===== config.mk =====
export PLATFORM = sky130hd
export DESIGN_NAME = ipf_regs
export DESIGN_NICKNAME = d
export VERILOG_FILES = /design/src/verilog/ipf_pkg.sv /design/src/verilog/ipf_gate.sv /design/src/verilog/ipf_regs.sv
export VERILOG_INCLUDE_DIRS = /design/src /design/src/verilog
export SDC_FILE = /design/constraint.sdc
export NUM_CORES = 1
export LEC_CHECK = 0
export ABC_AREA = 0
export BUFFER_PORTS_ARGS = -buffer_cell sky130_fd_sc_hd__clkbuf_2
export CORE_UTILIZATION = 25
export CTS_CLUSTER_DIAMETER = 40
export DETAILED_ROUTE_END_ITERATION = 12
export GPL_TIMING_DRIVEN = 0
export PLACE_DENSITY_LB_ADDON = 0.2
export SLEW_MARGIN = 40
export SYNTH_ARGS = -nofsm -noshare
export SYNTH_HDL_FRONTEND = slang
export SYNTH_HIERARCHICAL = 1
export SYNTH_SLANG_ARGS = --single-unit

===== constraint.sdc =====
create_clock -name core_clk_i -period 19.9 [get_ports core_clk_i]
set_input_delay 1.99 -clock core_clk_i [delete_from_list [all_inputs] [get_ports core_clk_i]]
set_output_delay 1.99 -clock core_clk_i [all_outputs]
set_load 0.05 [all_outputs]

===== src/verilog/ipf_defs.svh =====
// offsets, field positions and reset values for the interrupt priority fields
`ifndef IPF_DEFS_SVH
`define IPF_DEFS_SVH
`define IPF_ADDR_W        4
`define IPF_OFS_CTRL_A    4'h0
`define IPF_OFS_CTRL_B    4'h1
`define IPF_OFS_CTRL_C    4'h2
`define IPF_LVL_W         3
`define IPF_LVL_RESET     3'h4
`define IPF_LVL_OFF       3'h0
`define IPF_POS_HI        12
`define IPF_POS_MH        8
`define IPF_POS_ML        4
`define IPF_POS_LO        0
`define IPF_MASK_A        16'h7777
`define IPF_MASK_B        16'h0777
`define IPF_MASK_C        16'h7777
`define IPF_RESET_A       16'h4444
`define IPF_RESET_B       16'h0444
`define IPF_RESET_C       16'h4444
`endif


===== src/verilog/ipf_pkg.sv =====
// types for the interrupt priority fields
package ipf_pkg;
   typedef logic [2:0] ipf_level_t;
   typedef struct packed {
      logic [15:0] ctrl_a;
      logic [15:0] ctrl_b;
      logic [15:0] ctrl_c;
      logic [15:0] rdata;
   } ipf_state_t;
endpackage


===== src/verilog/ipf_gate.sv =====
// gates one source's request by its priority level
`include "ipf_defs.svh"
`timescale 1ns/1ps
`default_nettype none
module ipf_gate (
   input  wire logic       core_clk_i,
   input  wire logic       reset_n_i,
   input  wire logic [2:0] level_i,
   input  wire logic       req_i,
   output logic            req_o,
   output logic [2:0]      level_o
);
   typedef struct packed {
      logic       req;
      logic [2:0] level;
   } ipf_gate_state_t;
   ipf_gate_state_t s_q;
   ipf_gate_state_t s_d;
   always_comb begin
      s_d       = s_q;
      s_d.req   = req_i && (level_i != `IPF_LVL_OFF);
      s_d.level = (level_i != `IPF_LVL_OFF) ? level_i : `IPF_LVL_OFF;
   end
   always_ff @(posedge core_clk_i) begin
      if (!reset_n_i) begin
         s_q <= '0;
      end else begin
         s_q <= s_d;
      end
   end
   assign req_o   = s_q.req;
   assign level_o = s_q.level;
   a_off_blocks: assert property (@(posedge core_clk_i) disable iff (!reset_n_i)
      (level_i == 3'h0) |=> !req_o)
      else $error("disabled source still requests");
endmodule
`default_nettype wire


===== src/verilog/ipf_regs.sv =====
// interrupt priority field registers with per-source level outputs and arbitration
//
// The implementer's own choices: the plain strobed port and the placing of the registers.
`include "ipf_defs.svh"
`timescale 1ns/1ps
`default_nettype none
module ipf_regs #(
   parameter int NUM_SRC = 11
) (
   input  wire logic                 core_clk_i,
   input  wire logic                 reset_n_i,
   input  wire logic [3:0]           addr_i,
   input  wire logic [15:0]          wdata_i,
   input  wire logic                 wr_i,
   input  wire logic                 rd_i,
   input  wire logic [NUM_SRC-1:0]   req_i,
   output logic      [15:0]          rdata_o,
   output logic      [2:0]           timer_two_level_o,
   output logic      [2:0]           compare_two_level_o,
   output logic      [2:0]           capture_two_level_o,
   output logic      [2:0]           dma_ch0_done_level_o,
   output logic      [2:0]           dma_ch1_done_level_o,
   output logic      [2:0]           adc_done_level_o,
   output logic      [2:0]           uart_tx_level_o,
   output logic      [2:0]           compare_seven_level_o,
   output logic      [2:0]           compare_six_level_o,
   output logic      [2:0]           compare_five_level_o,
   output logic      [2:0]           capture_six_level_o,
   output logic      [NUM_SRC-1:0]   gated_req_o,
   output logic                      irq_valid_o,
   output logic      [3:0]           irq_src_o,
   output logic      [2:0]           irq_level_o
);
   ////////////////////////////////////////////////////////////////////////////
   function automatic ipf_pkg::ipf_level_t fld(input logic [15:0] r, input int pos);
      fld = r[pos +: 3];
   endfunction

   ipf_pkg::ipf_state_t s_q;
   ipf_pkg::ipf_state_t s_d;

   ////////////////////////////////////////////////////////////////////////////
   always_comb begin
      s_d       = s_q;
      s_d.rdata = 16'h0000;
      if (wr_i) begin
         case (addr_i)
            `IPF_OFS_CTRL_A: s_d.ctrl_a = wdata_i & `IPF_MASK_A;
            `IPF_OFS_CTRL_B: s_d.ctrl_b = wdata_i & `IPF_MASK_B;
            `IPF_OFS_CTRL_C: s_d.ctrl_c = wdata_i & `IPF_MASK_C;
            default: ;
         endcase
      end
      if (rd_i) begin
         case (addr_i)
            `IPF_OFS_CTRL_A: s_d.rdata = s_q.ctrl_a & `IPF_MASK_A;
            `IPF_OFS_CTRL_B: s_d.rdata = s_q.ctrl_b & `IPF_MASK_B;
            `IPF_OFS_CTRL_C: s_d.rdata = s_q.ctrl_c & `IPF_MASK_C;
            default:         s_d.rdata = 16'h0000;
         endcase
      end
   end

   always_ff @(posedge core_clk_i) begin
      if (!reset_n_i) begin
         s_q.ctrl_a <= `IPF_RESET_A;
         s_q.ctrl_b <= `IPF_RESET_B;
         s_q.ctrl_c <= `IPF_RESET_C;
         s_q.rdata  <= 16'h0000;
      end else begin
         s_q <= s_d;
      end
   end
   assign rdata_o = s_q.rdata;

   ////////////////////////////////////////////////////////////////////////////
   // source order: 0 timer2, 1 cmp2, 2 cap2, 3 dma0, 4 dma1, 5 adc, 6 uart tx,
   // 7 cmp7, 8 cmp6, 9 cmp5, 10 cap6
   logic [2:0] lvl [NUM_SRC];
   logic [2:0] lvl_q [NUM_SRC];
   assign lvl[0]  = fld(s_q.ctrl_a, `IPF_POS_HI);
   assign lvl[1]  = fld(s_q.ctrl_a, `IPF_POS_MH);
   assign lvl[2]  = fld(s_q.ctrl_a, `IPF_POS_ML);
   assign lvl[3]  = fld(s_q.ctrl_a, `IPF_POS_LO);
   assign lvl[4]  = fld(s_q.ctrl_b, `IPF_POS_MH);
   assign lvl[5]  = fld(s_q.ctrl_b, `IPF_POS_ML);
   assign lvl[6]  = fld(s_q.ctrl_b, `IPF_POS_LO);
   assign lvl[7]  = fld(s_q.ctrl_c, `IPF_POS_HI);
   assign lvl[8]  = fld(s_q.ctrl_c, `IPF_POS_MH);
   assign lvl[9]  = fld(s_q.ctrl_c, `IPF_POS_ML);
   assign lvl[10] = fld(s_q.ctrl_c, `IPF_POS_LO);

   // level outputs are flopped in the gate, so they trail a write by two edges
   for (genvar g = 0; g < NUM_SRC; g++) begin : g_src
      ipf_gate u_gate (
         .core_clk_i (core_clk_i),
         .reset_n_i  (reset_n_i),
         .level_i    (lvl[g]),
         .req_i      (req_i[g]),
         .req_o      (gated_req_o[g]),
         .level_o    (lvl_q[g])
      );
   end

   // the register's next value feeds the level ports so they change on the same edge as the register, one edge after a write
   always_ff @(posedge core_clk_i) begin
      if (!reset_n_i) begin
         timer_two_level_o     <= `IPF_LVL_RESET;
         compare_two_level_o   <= `IPF_LVL_RESET;
         capture_two_level_o   <= `IPF_LVL_RESET;
         dma_ch0_done_level_o  <= `IPF_LVL_RESET;
         dma_ch1_done_level_o  <= `IPF_LVL_RESET;
         adc_done_level_o      <= `IPF_LVL_RESET;
         uart_tx_level_o       <= `IPF_LVL_RESET;
         compare_seven_level_o <= `IPF_LVL_RESET;
         compare_six_level_o   <= `IPF_LVL_RESET;
         compare_five_level_o  <= `IPF_LVL_RESET;
         capture_six_level_o   <= `IPF_LVL_RESET;
      end else begin
         timer_two_level_o     <= fld(s_d.ctrl_a, `IPF_POS_HI);
         compare_two_level_o   <= fld(s_d.ctrl_a, `IPF_POS_MH);
         capture_two_level_o   <= fld(s_d.ctrl_a, `IPF_POS_ML);
         dma_ch0_done_level_o  <= fld(s_d.ctrl_a, `IPF_POS_LO);
         dma_ch1_done_level_o  <= fld(s_d.ctrl_b, `IPF_POS_MH);
         adc_done_level_o      <= fld(s_d.ctrl_b, `IPF_POS_ML);
         uart_tx_level_o       <= fld(s_d.ctrl_b, `IPF_POS_LO);
         compare_seven_level_o <= fld(s_d.ctrl_c, `IPF_POS_HI);
         compare_six_level_o   <= fld(s_d.ctrl_c, `IPF_POS_MH);
         compare_five_level_o  <= fld(s_d.ctrl_c, `IPF_POS_ML);
         capture_six_level_o   <= fld(s_d.ctrl_c, `IPF_POS_LO);
      end
   end

   ////////////////////////////////////////////////////////////////////////////
   // ties go to the lower source index, a fixed natural order
   logic [2:0] best_lvl;
   logic [3:0] best_src;
   always_comb begin
      best_lvl = 3'h0;
      best_src = 4'h0;
      for (int i = 0; i < NUM_SRC; i++) begin
         if (gated_req_o[i] && (lvl_q[i] > best_lvl)) begin
            best_lvl = lvl_q[i];
            best_src = 4'(i);
         end
      end
   end

   always_ff @(posedge core_clk_i) begin
      if (!reset_n_i) begin
         irq_valid_o <= 1'b0;
         irq_src_o   <= 4'h0;
         irq_level_o <= 3'h0;
      end else begin
         irq_valid_o <= (best_lvl != 3'h0);
         irq_src_o   <= best_src;
         irq_level_o <= best_lvl;
      end
   end

   ////////////////////////////////////////////////////////////////////////////
   a_reset_value: assert property (@(posedge core_clk_i)
      !reset_n_i |=> (timer_two_level_o == 3'h4 && uart_tx_level_o == 3'h4))
      else $error("level not 100 after reset");
   a_gap_bits_zero: assert property (@(posedge core_clk_i) disable iff (!reset_n_i)
      $past(rd_i) |-> ((rdata_o & 16'h8888) == 16'h0000))
      else $error("gap bit read nonzero");
   a_b_upper_zero: assert property (@(posedge core_clk_i) disable iff (!reset_n_i)
      ($past(rd_i) && $past(addr_i) == 4'h1) |-> (rdata_o[15:11] == 5'h00))
      else $error("register b upper bits nonzero");
   a_a_timer_field: assert property (@(posedge core_clk_i) disable iff (!reset_n_i)
      (wr_i && addr_i == 4'h0) |=> (timer_two_level_o == $past(wdata_i[14:12])
                                    && dma_ch0_done_level_o == $past(wdata_i[2:0])))
      else $error("register a field map wrong");
   a_c_cap6_field: assert property (@(posedge core_clk_i) disable iff (!reset_n_i)
      (wr_i && addr_i == 4'h2) |=> (compare_seven_level_o == $past(wdata_i[14:12])
                                    && capture_six_level_o == $past(wdata_i[2:0])))
      else $error("register c field map wrong");
   a_level_seven: assert property (@(posedge core_clk_i) disable iff (!reset_n_i)
      (wr_i && addr_i == 4'h1 && wdata_i[2:0] == 3'h7) |=> (uart_tx_level_o == 3'h7))
      else $error("code 111 not level 7");
   a_level_one: assert property (@(posedge core_clk_i) disable iff (!reset_n_i)
      (wr_i && addr_i == 4'h1 && wdata_i[6:4] == 3'h1) |=> (adc_done_level_o == 3'h1))
      else $error("code 001 not level 1");
   // a third source may outrank both, so only the weaker one is ruled out
   a_win_highest: assert property (@(posedge core_clk_i) disable iff (!reset_n_i)
      (gated_req_o[0] && gated_req_o[6] && lvl_q[6] > lvl_q[0])
      |=> (irq_src_o != 4'h0 && irq_level_o >= $past(lvl_q[6])))
      else $error("lower level won arbitration");
   a_write_edge: assert property (@(posedge core_clk_i) disable iff (!reset_n_i)
      (wr_i && addr_i == 4'h0) ##1 !(wr_i && addr_i == 4'h0) |-> ##1
      (compare_two_level_o == $past(compare_two_level_o)))
      else $error("level moved without write");
   a_a_mid_fields: assert property (@(posedge core_clk_i) disable iff (!reset_n_i)
      (wr_i && addr_i == 4'h0) |=> (compare_two_level_o == $past(wdata_i[10:8])
                                    && capture_two_level_o == $past(wdata_i[6:4])))
      else $error("register a middle fields wrong");
   a_b_field_map: assert property (@(posedge core_clk_i) disable iff (!reset_n_i)
      (wr_i && addr_i == 4'h1) |=> (dma_ch1_done_level_o == $past(wdata_i[10:8])
                                    && adc_done_level_o == $past(wdata_i[6:4])))
      else $error("register b field map wrong");
   a_c_mid_fields: assert property (@(posedge core_clk_i) disable iff (!reset_n_i)
      (wr_i && addr_i == 4'h2) |=> (compare_six_level_o == $past(wdata_i[10:8])
                                    && compare_five_level_o == $past(wdata_i[6:4])))
      else $error("register c middle fields wrong");
   a_unmapped_read: assert property (@(posedge core_clk_i) disable iff (!reset_n_i)
      ($past(rd_i) && $past(addr_i) > 4'h2) |-> (rdata_o == 16'h0000))
      else $error("unmapped index read nonzero");
   a_idle_no_valid: assert property (@(posedge core_clk_i) disable iff (!reset_n_i)
      !(|gated_req_o) |=> !irq_valid_o)
      else $error("request valid with nothing pending");
   a_seven_wins: assert property (@(posedge core_clk_i) disable iff (!reset_n_i)
      (gated_req_o[0] && lvl_q[0] == 3'h7) |=> (irq_src_o == 4'h0 && irq_level_o == 3'h7))
      else $error("level 7 on source 0 did not win");
   a_level_hold: assert property (@(posedge core_clk_i) disable iff (!reset_n_i)
      !wr_i |=> ($stable(timer_two_level_o) && $stable(capture_six_level_o)))
      else $error("level changed with no write");
endmodule
`default_nettype wire


==> impl_results.md <==
* Post-Syn Area per Cell at between 8 and 9 um2
* R2R depth at a little under 70
* Pins Over Slew Limit at 0
* DIE WIDTH at 137 um
* CTS Buf Count at 9
* # nets final at 687
* Clock Skew at 0.00803 ns
* Number of port buffers at 94
* Num ports at 103
* Min-delay worst type: register to register
* Total GRT Usage at 16.0%
* CP Data Required Time at 20.11 ns
* FF-to-FF End: irq_valid_o
* Post-synthesis adder-cell area fraction at 4.31%
* Hold endpoint: lvl[15]
* 1st-pass router iterations at 5
* Asr flop ratio synth at 0%
* Synthesized area at 4590 um2
* Most frequent cells after synthesis: nand2_1 (118), dfxtp_1 (97), a21oi_1 (46), and2_1 (28), nor2_1 (23)
* Worst setup EP type: register
* Post-synth top area cell: dfxtp_1
* Status: complete, no violations
* RSZ-0062 raised after global routing: false
* Min Tclk post-route at 14.53 ns
* CTS root buf: clkbuf_16
* Pleak at 2.27 nW
* Core area at about 18000 um2
* # DRC at 0
* Vias in the first global route at approximately 4100
* Antenna cells at 0
* Hold Crit Start: lvl[15]
* Final setup fails at 0
* Final Routed Wirelength at 14.4 mm
* Initial drt markers at ~340
* Post-synthesis mux area share at 1.61%
* EDFF count, synth at 0
* Initial core utilization at 25.5%
* XOR/XNOR share of the synthesized area at 0%
* Maximum clock frequency at 68.8 MHz
* Register area share after synthesis at 42.3%
* ANT nets after route at 0
* Reg area at 1940 um2
* Resized Gates After CTS at 0
* Die height at between 100 and 150 um
* Worst r2r src: g_src[0].u_gate/req_o
* Grt ovf at 0
* CP max stage cell: a221o_1
* Final Hold Viols at 0
* Most frequent cell after synthesis: nand2_1
* Clock slew at reported path FFs at roughly 0.07 ns
* PnR Total Power at roughly 0.00045 W
* CTS tree: yes
* Setup WS post-layout at 5.37 ns
* Vias/cell at 4.90
* CP startpoint kind: register
* Post-synth cell types at 72
* Max IR drop VDD at 38.4 uV
* Layout cells sized above 1 at 23.5%
* Setup TNS at 0 ns
* Post-Synth Simple-Gate Area at 24.3%
* Ys flop type: dfxtp_1
* # Post-CTS Setup Buffers at 0
* Crit Path Class: register to register
* Hold Crit Depth at 2
* Largest net degree at the start of global routing at between 40 and 50
* Yosys top cell area share at a little over two fifths
* Cell repeated most along the worst path: ha_1
* Longest Clk Path Bufs at 2
* Cells after synthesis at 529
* Critical path fanouts, max at 10
* Num Clock Sinks at 97
* Fin crit share at 73.0%
* Yosys warns at 6
* Synth-to-Final Area Change at 23.2%
* Fillers at 1920
* Detail Placement HPWL at 11.3 mm
* Compound-gate portion of the synthesized area at between 20 and 25%
* Placer Congestion at 0.876
* Worst path arrival time at 14.73 ns
* #FFs+latches synth at 97
* Largest family of logic cells by synthesized area: simple AND/OR/NAND/NOR gates
* Initial antenna violation count at 0
* Die area at 18900 um2
* # hold bufs at CTS at 0
* Slowest stage delay, CP at 0.47 ns
* # rows at 49
* First-pass GRT wire length at ~23 mm
* Vias after detailed routing at approximately 4300
* Multi-input logic area at approximately 2500 um2
* Slew @ Worst Pin at 0.763 ns
* Slew margin rel. at 48.4%
* Avg WL per Cell at 16.5 um
* Place WS at 5.59 ns
* Synth top area cells: dfxtp_1 (42%), nand2_1 (9.7%), a21oi_1 (5.0%)
* R2r setup slk at around 5.4 ns
* Max-cap viol count at 0
* Clock Latency Late Sink at around 0.35 ns
* H-tree depth at 3
* Power Dens Cells at 78.8 nW/um2
==> through the flow <==
| stage | util, % | hold WS, ns | cells | area, um2 |
|---|---|---|---|---|
| 4_1_cts | 31.5 | 0.522 | 871 | 5650 |
| 2_1_floorplan | - | 0.508 | 532 | 4600 |
| 5_1_grt | 31.5 | 0.551 | 871 | 5650 |
| 3_5_place_dp | 29.8 | 0.512 | 855 | 5350 |
| 3_3_place_gp | 29.8 | 0.504 | 855 | 5350 |
| 6_report | 31.5 | 0.520 | 871 | 5650 |
==> final cells by class <==
type | count | area share (%)
plain buffers | 18 | 1.46
clock buffers | 11 | 4.12
clock inverters | 5 | 1.13
inverters | 19 | 1.26
multi-input cells | 398 | 44.3
flip-flops and latches | 97 | 34.4
well taps | 229 | 5.07
repair buffers | 94 | 8.33
==> metal layers <==
| metal | GRT usage, % | vias to the layer above | part of all wire [%] | wire length, um |
|---|---|---|---|---|
| li1 | - | 2094 | - | - |
| met1 | 20.0 | 2000 | 44 | 6360 |
| met2 | 26.9 | 151 | 48 | 6950 |
| met3 | 2.58 | 27 | 5.3 | 756 |
| met4 | 6.84 | 0 | 2.2 | 322 |
| met5 | 0 | - | 0 | 0 |
==> worst max path at each step <==
stage                                      from     endpoint  slack, ns  cells past startpoint
after CTS                 g_src[0].u_gate/req_o  irq_valid_o       5.47                     68
after global placement    g_src[0].u_gate/req_o  irq_valid_o       5.83                     68
final                     g_src[0].u_gate/req_o  irq_valid_o       5.37                     68
after global routing      g_src[0].u_gate/req_o  irq_valid_o       4.15                     69
after floorplan           g_src[0].u_gate/req_o  irq_valid_o       7.13                     69
after detailed placement  g_src[0].u_gate/req_o  irq_valid_o       5.59                     68
==> cells by family after synthesis <==
group / count (synthesis)
mux: 6
fa+ha+maj: 16
flops: 97
other cells: 1
simple gates: 230
compound gates: 142
buf+inv: 37
==> critical path: cells and delay by family, from the launching register on <==
| family | cells | cell delay [ns] |
|---|---|---|
| AO/OA/AOI/OAI | 26 | 5.35 |
| AND/OR/NAND/NOR | 23 | 3.44 |
| adder cells (fa/ha/maj) | 11 | 3.14 |
| multiplexers | 4 | 1.38 |
| buffers and inverters | 4 | 0.62 |
| flip-flops | 1 | 0.46 |
==> state kept, by name, summed over array words and instances (netlist names) <==
register and cells:
g_src.u_gate/level_o 33, lvl 33, rdata_o 12, g_src.u_gate/req_o 11, irq_src_o 4, irq_level_o 3, irq_valid_o 1
==> power breakdown <==
| part | switching (W) | total (W) | leakage [nW] | internal (W) |
|---|---|---|---|---|
| Combinational | 0.0000439 | 0.0000634 | 1.34 | 0.0000196 |
| Sequential | 0.00000634 | 0.000206 | 0.791 | 0.000200 |
| Clock | 0.0000767 | 0.000175 | 0.141 | 0.0000987 |
| Total | 0.000127 | 0.000445 | 2.27 | 0.000318 |
==> layout by cell type (no fill, tap or decap), types with 12 or more instances in the layout <==
cell,n
o311a_1,12
nand2_1,118
ha_1,15
nand3_1,20
a21oi_1,46
inv_1,19
clkbuf_1,15
a22oi_1,13
clkbuf_2,93
nor2_1,23
dfxtp_1,97
and2_1,28
(Power assumes the default switching activity.)
